<file path="src/common/spims_map.vh">
// Register offsets, control bit positions, reset values for the SPI port.
// Assumes APB with 32-bit data, one aligned word per register.
`ifndef SPIMS_MAP_VH
`define SPIMS_MAP_VH
`define SPIMS_ADDR_W 5
`define SPIMS_OFF_CTRL 5'h00
`define SPIMS_OFF_STAT 5'h04
`define SPIMS_OFF_DIV 5'h08
`define SPIMS_OFF_TX 5'h0C
`define SPIMS_OFF_RX 5'h10
`define SPIMS_CTRL_W 13
`define SPIMS_CTRL_RST 13'h0000
`define SPIMS_DIV_RST 8'h00
`define SPIMS_B_EN 0
`define SPIMS_B_MST 1
`define SPIMS_B_CPHA 2
`define SPIMS_B_CPOL 3
`define SPIMS_B_LSB 5
`define SPIMS_B_TIMOD 6
`define SPIMS_B_ZERO 7
`define SPIMS_B_ROW 8
`define SPIMS_B_SSEN 9
`define SPIMS_B_SOEN 10
`define SPIMS_B_LOOP 11
`define SPIMS_B_CONT 12
`define SPIMS_CTRL_MASK 13'h1FEF
`define SPIMS_BITS 4'h8
`define SPIMS_STALL 8'h02
`endif

</file>
<file path="src/hdl/spims_shift.v">
// Eight-bit shift engine: loads a byte, shifts out and in, MSB or LSB first.
// Assumes the caller gives one launch and one sample strobe per bit, in order.
`timescale 1ns/1ps
module spims_shift #(
  parameter W = 8
) (
  input wire pclk,
  input wire presetn,
  input wire ce,
  input wire load,
  input wire [W-1:0] load_data,
  input wire lsb_first,
  input wire sample,
  input wire shift,
  input wire din,
  output wire dout,
  output wire [W-1:0] rx_data
);
  reg [W-1:0] sreg;
  reg in_bit;
  assign dout = lsb_first ? sreg[0] : sreg[W-1];
  assign rx_data = sreg;
  always @(posedge pclk or negedge presetn) begin
    if (!presetn) begin
      sreg <= {W{1'b0}};
      in_bit <= 1'b0;
    end else if (ce) begin
      if (load) begin
        sreg <= load_data;
      end else begin
        if (sample) begin
          in_bit <= din;
        end
        if (shift) begin
          if (lsb_first) begin
            sreg <= {(sample ? din : in_bit), sreg[W-1:1]};
          end else begin
            sreg <= {sreg[W-2:0], (sample ? din : in_bit)};
          end
        end
      end
    end
  end
endmodule // spims_shift

</file>
<file path="src/hdl/spims_top.v">
// SPI master/slave port with APB register access, 8-bit characters.
// Assumes pins are synchronised here; slave clock well below pclk/4.
// Function
// - Slave transfer framed by low select input
// - Continuous mode keeps select low until empty, with interrupt-mode bit set
// - Single mode stalls between successive bytes
// - Loopback feeds transmit data back to receive
// - Slave data output driven only when enabled
// - Select output enabled by control bit, master
// - Overwrite bit chooses replace or discard on overflow
// - Underflow resends last byte or zeros
// - Transfer start and interrupt source by mode
// - Bit order selectable, LSB or MSB first
// - Clock polarity sets idle level
// - Phase chooses pulse at start or end
// - Master or slave role by control bit
// - Port works only while enable set
// - Receive overflow flag, cleared by read
// - Receive interrupt flag follows full or overflow
// - Receive full flag, cleared by read
// - Transmit underflow flag, cleared by write
// - Transmit interrupt flag follows empty or underflow
// - Transmit empty flag, cleared by write
// - Data and status registers eight bits
// - Bit clock is pclk over 2(1+div)
// - Launch on one edge, sample on other
`timescale 1ns/1ps
`include "spims_map.vh"
module spims_top (
  input wire pclk,
  input wire presetn,
  input wire clk_en,
  input wire psel,
  input wire penable,
  input wire pwrite,
  input wire [`SPIMS_ADDR_W-1:0] paddr,
  input wire [31:0] pwdata,
  output reg [31:0] prdata,
  output reg pready,
  output reg pslverr,
  input wire sclk_in,
  output reg sclk_out,
  output reg sclk_oe,
  input wire mosi_in,
  output reg mosi_out,
  output reg mosi_oe,
  input wire miso_in,
  output reg miso_out,
  output reg miso_oe,
  input wire slave_select_n,
  output reg slave_select_out_n,
  output reg slave_select_oe,
  output reg irq
);
  localparam ST_IDLE = 4'b0001;
  localparam ST_RUN = 4'b0010;
  localparam ST_STALL = 4'b0100;
  localparam ST_SLV = 4'b1000;
  reg [`SPIMS_CTRL_W-1:0] ctrl;
  reg [7:0] div;
  reg [7:0] tx_hold;
  reg [7:0] tx_last;
  reg tx_full;
  reg [7:0] rx_hold;
  reg rx_full;
  reg rx_ovf;
  reg tx_unf;
  reg [3:0] state;
  reg [7:0] div_cnt;
  reg half;
  reg [3:0] bit_cnt;
  reg [7:0] stall_cnt;
  reg start_req;
  reg [2:0] sclk_s;
  reg [1:0] ssn_s;
  reg [1:0] mosi_s;
  reg [1:0] miso_s;
  wire en = ctrl[`SPIMS_B_EN];
  wire mst = ctrl[`SPIMS_B_MST];
  wire cpha = ctrl[`SPIMS_B_CPHA];
  wire cpol = ctrl[`SPIMS_B_CPOL];
  wire acc = psel & penable;
  wire wr = acc & pwrite;
  wire rd = acc & ~pwrite;
  wire wr_tx = wr & (paddr == `SPIMS_OFF_TX);
  wire rd_rx = rd & (paddr == `SPIMS_OFF_RX);
  wire mapped = (paddr == `SPIMS_OFF_CTRL) | (paddr == `SPIMS_OFF_STAT) |
    (paddr == `SPIMS_OFF_DIV) | (paddr == `SPIMS_OFF_TX) | (paddr == `SPIMS_OFF_RX);
  wire [7:0] status;
  wire [7:0] shift_rx;
  wire shift_dout;
  // Master: half period = div+1 pclk cycles, so full period 2(1+div)
  wire tick = (state == ST_RUN) & (div_cnt == div);
  // First half edge is leading, second is trailing within each bit
  wire m_lead = tick & ~half;
  wire m_trail = tick & half;
  // Slave: edges of synchronised clock, relative to idle polarity
  wire s_rise = sclk_s[1] & ~sclk_s[2];
  wire s_fall = ~sclk_s[1] & sclk_s[2];
  wire s_lead = cpol ? s_fall : s_rise;
  wire s_trail = cpol ? s_rise : s_fall;
  wire lead = mst ? m_lead : s_lead;
  wire trail = mst ? m_trail : s_trail;
  // CPHA=0 samples leading, launches trailing; CPHA=1 the reverse
  wire smp = (state == ST_RUN | state == ST_SLV) & (cpha ? trail : lead);
  wire lnc = (state == ST_RUN | state == ST_SLV) & (cpha ? lead : trail);
  // No launch before the first sample; also keeps a slave reload from being shifted
  wire first_lnc = (bit_cnt == 4'h0);
  wire last_smp = smp & (bit_cnt == `SPIMS_BITS - 4'h1);
  // Eighth trailing edge ends the byte; with CPHA=1 it is also the eighth sample
  wire m_end = m_trail & (bit_cnt == (cpha ? `SPIMS_BITS - 4'h1 : `SPIMS_BITS));
  wire din_raw = mst ? miso_s[1] : mosi_s[1];
  wire din = ctrl[`SPIMS_B_LOOP] ? shift_dout : din_raw;
  wire [7:0] next_tx_byte = tx_full ? tx_hold : (ctrl[`SPIMS_B_ZERO] ? tx_last : 8'h00);
  wire slave_active = en & ~mst & ~ssn_s[1];
  wire go_s = slave_active;
  // Interrupt-mode bit selects which event kicks a master transfer
  wire go_m = en & mst & (ctrl[`SPIMS_B_TIMOD] ? tx_full : start_req);
  wire load = (state == ST_IDLE) & (go_m | go_s);
  wire byte_done = last_smp;
  spims_shift #(.W(8)) u_shift (
    .pclk(pclk),
    .presetn(presetn),
    .ce(clk_en),
    .load(load),
    .load_data(next_tx_byte),
    .lsb_first(ctrl[`SPIMS_B_LSB]),
    .sample(smp),
    .shift(lnc & ~first_lnc | last_smp),
    .din(din),
    .dout(shift_dout),
    .rx_data(shift_rx)
  );
  assign status = {2'b00, rx_ovf, (rx_full | rx_ovf), rx_full,
    tx_unf, (~tx_full | tx_unf), ~tx_full};
  always @(posedge pclk or negedge presetn) begin
    if (!presetn) begin
      sclk_s <= 3'b000;
      ssn_s <= 2'b11;
      mosi_s <= 2'b00;
      miso_s <= 2'b00;
    end else if (clk_en) begin
      sclk_s <= {sclk_s[1:0], sclk_in};
      ssn_s <= {ssn_s[0], slave_select_n};
      mosi_s <= {mosi_s[0], mosi_in};
      miso_s <= {miso_s[0], miso_in};
    end
  end
  always @(posedge pclk or negedge presetn) begin
    if (!presetn) begin
      ctrl <= `SPIMS_CTRL_RST;
      div <= `SPIMS_DIV_RST;
      prdata <= 32'h00000000;
      pready <= 1'b0;
      pslverr <= 1'b0;
    end else if (clk_en) begin
      pready <= psel & ~penable;
      pslverr <= psel & ~penable & ~mapped;
      if (wr & pready) begin
        if (paddr == `SPIMS_OFF_CTRL) begin
          ctrl <= pwdata[`SPIMS_CTRL_W-1:0] & `SPIMS_CTRL_MASK;
        end
        if (paddr == `SPIMS_OFF_DIV) begin
          div <= pwdata[7:0];
        end
      end
      if (psel & ~penable & ~pwrite) begin
        case (paddr)
          `SPIMS_OFF_CTRL: prdata <= {19'h00000, ctrl};
          `SPIMS_OFF_STAT: prdata <= {24'h000000, status};
          `SPIMS_OFF_DIV: prdata <= {24'h000000, div};
          `SPIMS_OFF_RX: prdata <= {24'h000000, rx_hold};
          default: prdata <= 32'h00000000;
        endcase
      end
    end
  end
  always @(posedge pclk or negedge presetn) begin
    if (!presetn) begin
      tx_hold <= 8'h00;
      tx_last <= 8'h00;
      tx_full <= 1'b0;
      rx_hold <= 8'h00;
      rx_full <= 1'b0;
      rx_ovf <= 1'b0;
      tx_unf <= 1'b0;
      start_req <= 1'b0;
    end else if (clk_en) begin
      if (load) begin
        tx_last <= next_tx_byte;
      end
      // Set wins: a new write during load keeps the new byte
      if (wr_tx & pready) begin
        tx_hold <= pwdata[7:0];
        tx_full <= 1'b1;
      end else if (load) begin
        tx_full <= 1'b0;
      end
      if (load & ~tx_full) begin
        tx_unf <= 1'b1;
      end else if (wr_tx & pready) begin
        tx_unf <= 1'b0;
      end
      if (rd_rx & pready & mst & ~ctrl[`SPIMS_B_TIMOD]) begin
        start_req <= 1'b1;
      end else if (load) begin
        start_req <= 1'b0;
      end
      if (byte_done) begin
        if (~rx_full | ctrl[`SPIMS_B_ROW]) begin
          rx_hold <= shift_rx_final(shift_rx, din);
        end
        rx_full <= 1'b1;
        if (rx_full) begin
          rx_ovf <= 1'b1;
        end
      end else if (rd_rx & pready) begin
        rx_full <= 1'b0;
        rx_ovf <= 1'b0;
      end
    end
  end
  function [7:0] shift_rx_final;
    input [7:0] s;
    input d;
    begin
      shift_rx_final = ctrl[`SPIMS_B_LSB] ? {d, s[7:1]} : {s[6:0], d};
    end
  endfunction
  always @(posedge pclk or negedge presetn) begin
    if (!presetn) begin
      state <= ST_IDLE;
      div_cnt <= 8'h00;
      half <= 1'b0;
      bit_cnt <= 4'h0;
      stall_cnt <= 8'h00;
    end else if (clk_en) begin
      if (~en) begin
        state <= ST_IDLE;
        bit_cnt <= 4'h0;
        half <= 1'b0;
        div_cnt <= 8'h00;
      end else begin
        case (state)
          ST_IDLE: begin
            bit_cnt <= 4'h0;
            half <= 1'b0;
            div_cnt <= 8'h00;
            if (go_m) begin
              state <= ST_RUN;
            end else if (go_s) begin
              state <= ST_SLV;
            end
          end
          ST_RUN: begin
            div_cnt <= tick ? 8'h00 : div_cnt + 8'h01;
            if (tick) begin
              half <= ~half;
            end
            if (smp) begin
              bit_cnt <= bit_cnt + 4'h1;
            end
            if (m_end) begin
              if (ctrl[`SPIMS_B_CONT] & tx_full) begin
                state <= ST_IDLE;
              end else begin
                state <= ST_STALL;
                stall_cnt <= 8'h00;
              end
            end
          end
          ST_STALL: begin
            stall_cnt <= stall_cnt + 8'h01;
            if (stall_cnt == `SPIMS_STALL) begin
              state <= ST_IDLE;
            end
          end
          ST_SLV: begin
            if (ssn_s[1]) begin
              state <= ST_IDLE;
            end else if (last_smp) begin
              bit_cnt <= 4'h0;
              state <= ST_IDLE;
            end else if (smp) begin
              bit_cnt <= bit_cnt + 4'h1;
            end
          end
          default: state <= ST_IDLE;
        endcase
      end
    end
  end
  always @(posedge pclk or negedge presetn) begin
    if (!presetn) begin
      sclk_out <= 1'b0;
      sclk_oe <= 1'b0;
      mosi_out <= 1'b0;
      mosi_oe <= 1'b0;
      miso_out <= 1'b0;
      miso_oe <= 1'b0;
      slave_select_out_n <= 1'b1;
      slave_select_oe <= 1'b0;
      irq <= 1'b0;
    end else if (clk_en) begin
      if (state == ST_RUN & tick) begin
        sclk_out <= ~sclk_out;
      end else if (state != ST_RUN) begin
        sclk_out <= cpol;
      end
      sclk_oe <= en & mst;
      mosi_out <= shift_dout;
      mosi_oe <= en & mst;
      miso_out <= shift_dout;
      miso_oe <= slave_active & ctrl[`SPIMS_B_SOEN];
      slave_select_oe <= en & mst & ctrl[`SPIMS_B_SSEN];
      slave_select_out_n <= ~(state == ST_RUN | (state == ST_IDLE & go_m));
      irq <= en & (ctrl[`SPIMS_B_TIMOD] ? (~tx_full | tx_unf) : (rx_full | rx_ovf));
    end
  end
endmodule // spims_top

</file>
<file path="config.mk">
export PLATFORM = sky130hd
export DESIGN_NAME = spims_top
export DESIGN_NICKNAME = d
export VERILOG_FILES = /design/src/hdl/spims_shift.v /design/src/hdl/spims_top.v
export VERILOG_INCLUDE_DIRS = /design/src /design/src/common
export SDC_FILE = /design/constraint.sdc
export NUM_CORES = 1
export LEC_CHECK = 0
export BUFFER_PORTS_ARGS = -buffer_cell sky130_fd_sc_hd__buf_4
export CAP_MARGIN = 30
export CORE_MARGIN = 2
export CORE_UTILIZATION = 40
export CTS_CLUSTER_SIZE = 10
export DETAILED_ROUTE_END_ITERATION = 8
export GPL_TIMING_DRIVEN = 0
export HOLD_SLACK_MARGIN = 0.03
export PLACE_DENSITY_LB_ADDON = 0.25
export SLEW_MARGIN = 20
export SYNTH_ARGS = -nofsm -noshare
export SYNTH_HDL_FRONTEND = slang
export SYNTH_SLANG_ARGS = --single-unit
</file>
<file path="constraint.sdc">
create_clock -name pclk -period 3.45 [get_ports pclk]
set_input_delay 0.69 -clock pclk [delete_from_list [all_inputs] [get_ports pclk]]
set_output_delay 0.69 -clock pclk [all_outputs]
set_load 0.05 [all_outputs]
</file>
**Word level (Yosys, flattened, before mapping)**

Index checks and enable logic that the tools add are counted.
W data, S select, Z words.

- Register bits after elaboration: 133
- Input bits: 47
- Output and inout port bits: 43
- Logic and storage cells: 201

- Add/subtract/negate cells: 3
- Eq/ne operators: 24
- Multiplexer cells: 54
- Bitwise gates (word level): 61
- Reductions and logical operators: 28

Operators with widths:

| cell | count |
|---|---|
| $mux W8 | 10 |
| $pmux W13 S4 | 1 |
| $mux W4 | 12 |
| $and A1 B1 Y1 | 35 |
| $pmux W8 S2 | 2 |
| $mux W1 | 25 |
| $reduce_and A2 Y1 | 11 |
| $reduce_and A3 Y1 | 6 |
| $add A8 B1 Y8 const B | 2 |
| $pmux W4 S4 | 1 |
| $not A1 Y1 | 15 |
| $reduce_bool A2 Y1 | 7 |
| $ne A3 B3 Y1 const B | 4 |
| $pmux W4 S3 | 1 |
| $or A1 B1 Y1 | 11 |
| $eq A5 B4 Y1 const B | 2 |
| $reduce_and A5 Y1 | 2 |
| $eq A4 B3 Y1 const B | 2 |
| $eq A8 B2 Y1 const B | 1 |
| $eq A8 B8 Y1 | 1 |
| $ne A4 B4 Y1 const B | 2 |
| $ne A2 B2 Y1 const B | 3 |
| $eq A5 B3 Y1 const B | 1 |
| $eq A5 B5 Y1 const B | 1 |
| other kinds (12) | 12 |

**Longest topological paths before layout**

Gate-level depths: netlist (run 1).

- Depth after elaboration: 11
- Gate-level depth with buffers: 9
- Mapped depth without buffers: 8

**Modules after synthesis**

Synthesis (run 1) repeated with hierarchy kept, for this count alone.

- Cells, all modules: 549
- Area total of the unflattened synthesis: 5919.4 µm²

By module, submodules not included:

| module | instances | cells an instance | area each (µm²) | sequential area each (µm²) |
|---|---|---|---|---|
| spims_top | 1 | 496 | 5361.4 | 2632.5 |
| spims_shift | 1 | 53 | 558.0 | 225.2 |

**Worst setup path after synthesis (run 1)**

Ideal clock, no wire load.

- Kind: input -> register
- From: input port paddr[1]
- To: register ctrl[10]
- Library setup time: 0.125 ns
- Arrival: 2.336 ns
- Data required time: 3.325 ns
- Path slack: 0.989 ns
- Cell stages on the path: 5
- Path buffers: 2
- Cell sequence: or4_1 -> clkbuf_1 -> nor4_2 -> buf_2 -> mux2_2

- Longest elaborated chain between the ends: 2

Ends and longest elaborated chain:

| element | line | RTL |
|---|---|---|
| from (decl) | spims_top.v:36 | `` input wire [`SPIMS_ADDR_W-1:0] paddr, `` |
| $logic_not A5 Y1 | -- |  |
| $reduce_and A3 Y1 (no line) | -- |  |
| to (signal assigned) | spims_top.v:151 | `` ctrl <= `SPIMS_CTRL_RST; `` |
| to (signal assigned) | spims_top.v:161 | `` ctrl <= pwdata[`SPIMS_CTRL_W-1:0] & `SPIMS_CTRL_MASK; `` |
| to (decl) | spims_top.v:59 | `` reg [`SPIMS_CTRL_W-1:0] ctrl; `` |

No other way between the ends.
A chain may end at the register's enable or synchronous reset.

**Worst setup path after layout (run 1)**

- From: input port paddr[1]
- To: register ctrl[12]

The elaborated chain is that of the path after synthesis.

==> flow_summary.ini, run 1 <==
[run_status]
status = complete, no violations

[final_layout]
final_cell_mix = dfrtp_1 (110), buf_4 (71), nand2_1 (67)
mostFrequentLayoutCell = dfrtp_1
fillCellCount = 1325
utilization_pct = 50.49
diodes = 0
area_delta_synth_final_pct = 23.47
stdcell_count = 865
finalNetCount = 720
drive_above_1_share_pct = 25.55
fin_area_um2 = 7338

[timing]
tightestPinTransition_ns = 0.8320
hold_viol = 0
drv_slew = 0
fmax_ghz = 0.3743
min_period_over_period_pct = 77.43
rsz0062_at_grt = no
period_needed_ns = 2.671
relSlewSlack_pct = 44.41
tns_ns = 0
fin_ws_ns = 0.7787
hold_ws_ns = 0.1542
finalSetupViolCount = 0
skew_ns = 0.008284

[yosys]
synth_top_flop_cell = dfrtp_1
netlist.area_leader.share_pct = 46.32
synthTopCellsByArea = dfrtp_1 (46%), mux2_2 (8.1%), nand2_1 (4.2%), mux2i_1 (4.0%), o21ai_0 (3.5%)
yosysWarnings = 0
synthesis.area_um2 = 5943
ys_async_sr_fraction_pct = 100.0
synth_cell_types = 64
synth_area_per_cell_um2 = 10.26
synth_edf_count = 0
synth_top_cell_by_area = dfrtp_1
syn_inst = 579
synth_seq_cells = 114
synth.yosys.seq_area_share_pct = 48.08

[clocking]
cts_buffers = 17
clkLatencyLatePin_ns = 0.42
cts_sinks = 114
cts-resized-gates = 0
cts.hold.buffers_added = 0
clock_path_buffers = 2
htree_levels = 4
cts_root_buf = clkbuf_16
clk_pin_slew_worst_paths_ns = 0.06
post_cts_buffers = 0
cts_tree = done

[floorplan]
start_util_pct = 40.89
die-area_um2 = 15850
coreArea_um2 = 14530
placementRows = 44
die_w_um = 125.9
ios = 90
die_h_um = 125.9

[power_and_ir_drop]
p_total_mw = 4.508
p_sw_mw = 1.332
seqPwrFrac_pct = 34.9
ir_worst_vdd_uv = 366.0
pwr-share-clk_pct = 44.8
p_leak_nw = 3.417
switching_share_pct = 29.55
combinationalPowerShare_pct = 20.3
p_per_area_nw_per_um2 = 614.3
power.internal_mw = 3.176

[worst_setup_path]
crit_fanout = 10
required_ns = 3.75
r2r-start = div_cnt[3]$_DFFE_PN0P_
arrival_ns = 2.97
cp-end-kind = flop
slowest_delay_ns = 0.60
crit_start = paddr[1]
worst_setup_path_start_kind = input pin
path_class = in2reg
path_cells = buf_4 -> or4_1 -> clkbuf_1 -> nor4_2 -> buf_2 -> mux2_2
slowest_stage = nor4_2

[placed_design]
dp_slack_ns = 0.3189
dpl-instance-area_um2 = 6655
dp_hpwl_mm = 10.61
gp_congestion = 0.8592
portBuffers = 51
place_inst = 833

[worst_hold_path]
hp-class = in2async

[global_routing]
grt_pass1_wl_mm = 23.97
grt_usage_pct = 19.08
grt_antenna_before_repair = 0
grt_max_degree = 80
grt-ovfl-total = 0
grt_pass1_vias = 4567

[route]
wire_per_inst_um = 16.67
initialDrtViolationCount = 317
first_pass_iters = 5
postRouteAntennaNets = 0
vias = 4719
via_per_inst = 5.455
drc = 0
drt-total-wl_mm = 14.42

[run]
maxCapViolations = 0
## power groups by stage
stage	clock network (mW)	logic (mW)	registers, mW
floorplan	0	0.634	1.60
global placement	0	0.891	1.59
detailed placement	0	0.907	1.59
CTS	2.05	0.913	1.57
global route	2.11	1.01	1.59
finish	2.02	0.914	1.57
## worst max-delay path: cells and delay by family
kind,cells,cell delay (ns)
buffers and inverters,3,0.79
multiplexers,1,0.38
AND/OR/NAND/NOR,2,1.11
## layer usage
metal | GRT usage (%) | wire, um
met5 | 0 | 0
met4 | 7.692 | 285
met3 | 4.121 | 911
met2 | 28.21 | 6307
met1 | 27.36 | 6919
## path summary, 6_finish.rpt
path | end | slack, ns | cells past startpoint
worst max-delay path | ctrl[12]$_DFFE_PN0P_ | 0.78 | 6
worst min-delay path | tx_last[2]$_DFFE_PN0P_ | 0.15 | 1
worst max register to register | stall_cnt[1]$_DFFE_PN0P_ | 0.87 | 7
worst min register to register | prdata[6]$_DFFE_PN0P_ | 0.48 | 2
max in group asynchronous | slave_select_out_n$_DFFE_PN1P_ | 2.56 | 2
min in group pclk | prdata[6]$_DFFE_PN0P_ | 0.48 | 2
## logic make-up (layout without fill, tap and decap cells)
group                      count (synthesis)  in the layout  share of synthesized area [%]
and+or+nand+nor                          185            185                          15.66
AOI/OAI and AO/OA                        118            118                          13.60
DFF                                      114            114                          48.08
muxes                                     68             68                          12.44
buffers and inverters                     68            152                          6.021
xor gates and xnor gates                  20             20                          3.074
adders and majority gates                  5              5                          1.053
other                                      1             19                        0.06310
## final cells by class
class                           count  area (um2)  share of cell area (%)
Clock inverter                     15       257.7                   3.512
Inverter                           19       71.32                  0.9719
Multi-Input combinational cell    415        2795                   38.09
Buffer                             49       286.5                   3.905
Tap cell                          184       230.2                   3.137
Sequential cell                   114        2858                   38.94
Clock buffer                       17       425.4                   5.797
Timing Repair Buffer               52       414.1                   5.644
## synthesized netlist by cell type (11+ instances only)
| cell type | n |
|---|---|
| dfrtp_1 | 110 |
| nand2_1 | 67 |
| mux2_2 | 43 |
| o21ai_0 | 41 |
| nor2_1 | 36 |
| mux2i_1 | 24 |
| buf_4 | 21 |
| inv_1 | 19 |
| nand3_1 | 17 |
| clkbuf_1 | 14 |
| a21oi_1 | 11 |
| nand4_1 | 11 |
## flip-flops by register name, indices dropped and copies added, names as in the netlist, 2 cells and up
signal           cells
div_cnt              8
ssn_s                2
sclk_s               3
state                4
bit_cnt              4
prdata              13
stall_cnt            8
miso_s               2
div                  8
tx_last              8
u_shift.rx_data      8
ctrl                12
mosi_s               2
tx_hold              8
rx_hold              8
(Power assumes the default switching activity.)
==> run 2: changes to the inputs <==
==> constraint.sdc (replaced) <==
create_clock -name pclk -period 2.7 [get_ports pclk]
set_input_delay 0.54 -clock pclk [delete_from_list [all_inputs] [get_ports pclk]]
set_output_delay 0.54 -clock pclk [all_outputs]
set_load 0.05 [all_outputs]
==> flow_summary.ini, run 2 (synthesized netlist as in run 1, its figures left out) <==
[global_routing]
grt_pass1_wl_mm = 23.98
grt_pass1_vias = 4563
grt_usage_pct = 19.10
grt_antenna_before_repair = 0
grt_max_degree = 80
grt-ovfl-total = 0

[placed_design]
portBuffers = 51
dp_slack_ns = -0.2811
place_inst = 833
dp_hpwl_mm = 10.61
dpl-instance-area_um2 = 6655
gp_congestion = 0.8592

[worst_setup_path]
arrival_ns = 2.87
slowest_delay_ns = 0.45
slowest_stage = dfrtp_1
cp-end-kind = flop
required_ns = 3.00
path_cells = xnor2_1 -> nand4_1 -> or2_0 -> clkbuf_2 -> or3_1 -> a21oi_4 -> mux2_2
r2r_cells = 7
worst_setup_path_start_kind = flop
path_class = reg2reg
crit_fanout = 8

[timing]
hold_viol = 0
finalSetupViolCount = 0
relSlewSlack_pct = 47.47
period_needed_ns = 2.569
fin_ws_ns = 0.1309
skew_ns = 0.008134
min_period_over_period_pct = 95.15
tightestPinTransition_ns = 0.7815
drv_slew = 0
fmax_ghz = 0.3892

[worst_hold_path]
hp-class = in2reg
hold_path_depth = 2

[floorplan]
placementRows = 44
die-area_um2 = 15850
ios = 90
coreArea_um2 = 14530
start_util_pct = 40.89
die_h_um = 125.9
die_w_um = 125.9

[final_layout]
stdcell_count = 867
drive_above_1_share_pct = 25.77
diodes = 0
finalNetCount = 722
largest_register_ffs = 13
biggestRegsByFlops = prdata (13), ctrl (12)
mostFrequentLayoutCell = dfrtp_1
final_cell_mix = dfrtp_1 (110), buf_4 (72), nand2_1 (67)
regMostFlops = prdata
area_delta_synth_final_pct = 23.96
fin_area_um2 = 7367

[clocking]
clock_path_buffers = 2
cts_sinks = 114
htree_levels = 4
cts_buffers = 17
cts_tree = done
clk_pin_slew_worst_paths_ns = 0.06
cts_root_buf = clkbuf_16
clkLatencyLatePin_ns = 0.42

[route]
drc = 0
initialDrtViolationCount = 350
vias = 4717
met2_length_mm = 6.218
highest_layer = met4
postRouteAntennaNets = 0
via_per_inst = 5.441
drt-total-wl_mm = 14.40
wire_per_inst_um = 16.61
drt-met1-wl_mm = 6.950
met3_length_um = 939
first_pass_iters = 5

[run_status]
status = complete, no violations

[run]
maxCapViolations = 0

[power_and_ir_drop]
ir_worst_vdd_uv = 464.2
p_leak_nw = 3.427
p_per_area_nw_per_um2 = 783.5
## run 2: layout make-up
cell class                 count  area [um2]
tap                          184       230.2
sequential                   114        2858
timing repair buffer          54       431.7
fill                        1323        7167
multi-input combinational    415        2806
clock inverter                15       257.7
clock buffer                  17       425.4
inverter                      19       71.32
buffer                        49       286.5
## run 2: through the flow
stage	setup TNS, ns	hold slack [ns]	total power, mW	util, %
finish	0	0.3557	5.772	50.69
floorplan	0	0.2444	2.854	-
global placement	-1.615	0.4630	3.169	45.58
CTS	0	0.3409	5.793	50.56
detailed placement	-1.826	0.4580	3.194	45.79
global route	-0.01640	0.3506	6.034	50.69
## run 2: worst paths after layout
check | from | endpoint | slack [ns]
max in group asynchronous | presetn | slave_select_out_n$_DFFE_PN1P_ | 1.38
min reg2reg | prdata[6]$_DFFE_PN0P_ | prdata[6]$_DFFE_PN0P_ | 0.48
max reg2reg | div[5]$_DFFE_PN0P_ | stall_cnt[1]$_DFFE_PN0P_ | 0.13
min | miso_in | miso_s[0]$_DFFE_PN0P_ | 0.36
max | div[5]$_DFFE_PN0P_ | stall_cnt[1]$_DFFE_PN0P_ | 0.13
min in group asynchronous | presetn | tx_last[2]$_DFFE_PN0P_ | 0.58
## run 2: worst max-delay path, delay by kind of cell, from the launching register on
kind / cells / cell delay [ns]
DFF: 1 / 0.45
buffers and inverters: 1 / 0.15
xor gates and xnor gates: 1 / 0.21
AOI/OAI and AO/OA: 1 / 0.28
and+or+nand+nor: 3 / 0.99
muxes: 1 / 0.36
## run 2: power by group
part           total (mW)  switching (mW)  internal, mW
sequential           2.01           0.148          1.86
clock                2.58           0.840          1.74
combinational        1.18           0.716         0.465
total                5.77            1.70          4.07
## run 2: layer usage
| layer | vias up | global-route usage (%) |
|---|---|---|
| li1 | 2229 | - |
| met1 | 2293 | 27.53 |
| met2 | 171 | 28.08 |
| met3 | 24 | 4.121 |
| met4 | 0 | 7.692 |
| met5 | - | 0 |
## run 2: what timing repair did
| action | 4_1_cts | 5_1_grt |
|---|---|---|
| setup endpoints to repair | 0 | 3 |
| hold buffers | 1 | 0 |
| setup buffers | 0 | 1 |
| hold endpoints to repair | 33 | 0 |
| resized for setup | 0 | 2 |
==> run 3: changes to the inputs <==
==> constraint.sdc (replaced) <==
create_clock -name pclk -period 2.7 [get_ports pclk]
set_input_delay 0.675 -clock pclk [delete_from_list [all_inputs] [get_ports pclk]]
set_output_delay 0.675 -clock pclk [all_outputs]
set_load 0.05 [all_outputs]
==> flow_summary.ini, run 3 (synthesized netlist as in run 1, its figures left out) <==
[run_status]
status = complete, no violations

[timing]
drv_slew = 0
skew_ns = 0.008141
period_needed_ns = 2.563
hold_viol = 0
relSlewSlack_pct = 55.91
fmax_ghz = 0.3902
finalSetupViolCount = 0
min_period_over_period_pct = 94.93
tightestPinTransition_ns = 0.6614

[final_layout]
diodes = 0
final_cell_mix = dfrtp_1 (110), buf_4 (72), nand2_1 (67)
fillCellCount = 1323
utilization_pct = 50.68
largest_register_ffs = 13
mostFrequentLayoutCell = dfrtp_1
regMostFlops = prdata
drive_above_1_share_pct = 25.81
finalNetCount = 721
biggestRegsByFlops = prdata (13), ctrl (12)
fin_area_um2 = 7366
area_delta_synth_final_pct = 23.94

[global_routing]
grt-ovfl-total = 0
grt_usage_pct = 19.08
grt_antenna_before_repair = 0
grt_max_degree = 80
grt_pass1_vias = 4567
grt_pass1_wl_mm = 23.97

[clocking]
htree_levels = 4
cts_root_buf = clkbuf_16
cts_sinks = 114
cts_buffers = 17
clock_path_buffers = 2
clk_pin_slew_worst_paths_ns = 0.06
clkLatencyLatePin_ns = 0.42
cts_tree = done

[placed_design]
dp_hpwl_mm = 10.61
portBuffers = 51
gp_congestion = 0.8592
dpl-instance-area_um2 = 6655

[power_and_ir_drop]
pwr-share-clk_pct = 44.7
power.internal_mw = 4.068
p_per_area_nw_per_um2 = 783.6
p_sw_mw = 1.704
switching_share_pct = 29.52
p_total_mw = 5.772
seqPwrFrac_pct = 34.8
combinationalPowerShare_pct = 20.5
p_leak_nw = 3.427
ir_worst_vdd_uv = 465.0

[floorplan]
die_w_um = 125.9
die_h_um = 125.9
die-area_um2 = 15850
coreArea_um2 = 14530
placementRows = 44
ios = 90
start_util_pct = 40.89

[route]
vias = 4695
via_per_inst = 5.421
initialDrtViolationCount = 318
postRouteAntennaNets = 0
drc = 0
first_pass_iters = 7
wire_per_inst_um = 16.67
drt-total-wl_mm = 14.44

[worst_setup_path]
path_class = reg2reg
cp-end-kind = flop
rrSetupSlack_ns = 0.14
arrival_ns = 2.86
required_ns = 3.00
worst_setup_path_start_kind = flop
r2r_cells = 7
crit_fanout = 8

[worst_hold_path]
hp-class = in2async

[run]
maxCapViolations = 0
[run 3: cell count changes in the layout (fill, tap and decap cells not counted), sizes merged]
cell         delta
dlygate4sd3     -1
[run 3: area by class of cell]
type	instances	area [um2]	area share, %
sequential	114	2858	38.80
multi-input combinational	415	2815	38.22
buffer	49	286.5	3.890
inverter	19	71.32	0.9682
clock inverter	15	257.7	3.499
clock buffer	17	425.4	5.775
timing repair buffer	53	421.7	5.724
tap	184	230.2	3.126
[run 3: repair_timing]
item | 4_1_cts | 5_1_grt
setup buffers | 0 | 1
resized for setup | 0 | 3
endpoints found under the hold margin | 0 | 0
hold buffers | 0 | 0
endpoints found under the setup margin | 0 | 9
[run 3: final timing paths]
kind / startpoint / to
hold reg to reg: prdata[6]$_DFFE_PN0P_ / prdata[6]$_DFFE_PN0P_
min in group pclk: prdata[6]$_DFFE_PN0P_ / prdata[6]$_DFFE_PN0P_
hold / removal: presetn / tx_last[2]$_DFFE_PN0P_
setup / recovery: div[5]$_DFFE_PN0P_ / stall_cnt[1]$_DFFE_PN0P_
setup reg to reg: div[5]$_DFFE_PN0P_ / stall_cnt[1]$_DFFE_PN0P_
max in group asynchronous: presetn / slave_select_out_n$_DFFE_PN1P_
[run 3: power by group through the flow]
stage | Combinational [mW] | Clock (mW) | Sequential, mW
floorplan | 0.810 | 0 | 2.04
global placement | 1.14 | 0 | 2.03
detailed placement | 1.16 | 0 | 2.04
CTS | 1.17 | 2.62 | 2.01
global route | 1.30 | 2.70 | 2.03
finish | 1.18 | 2.58 | 2.01
[run 3: layer usage]
| metal | routed length [um] | vias up | track usage (%) |
|---|---|---|---|
| met5 | 0 | - | 0 |
| met4 | 257 | 0 | 7.692 |
| met3 | 860 | 20 | 4.121 |
| li1 | - | 2227 | - |
| met2 | 6338 | 154 | 28.21 |
| met1 | 6984 | 2294 | 27.36 |
[run 3: per-stage QoR]
stage                      TNS, ns  instances  hold slack, ns  setup slack [ns]
after global placement      -2.695        832          0.4630           -0.3870
after floorplan                  0        597          0.3794            0.2541
final                            0        866          0.1401            0.1370
after CTS                        0        865          0.1476           0.02224
after detailed placement    -2.908        833          0.4695           -0.4161
after global routing      -0.01640        866          0.1688          -0.01640
[run 3: worst max-delay path, stage by stage, from the launching register on]
cell      delay (ns)
dfrtp_1         0.45
xnor2_1         0.21
nand4_1         0.26
or2_0           0.29
clkbuf_2        0.15
or3_1           0.43
a21oi_4         0.28
mux2_2          0.36
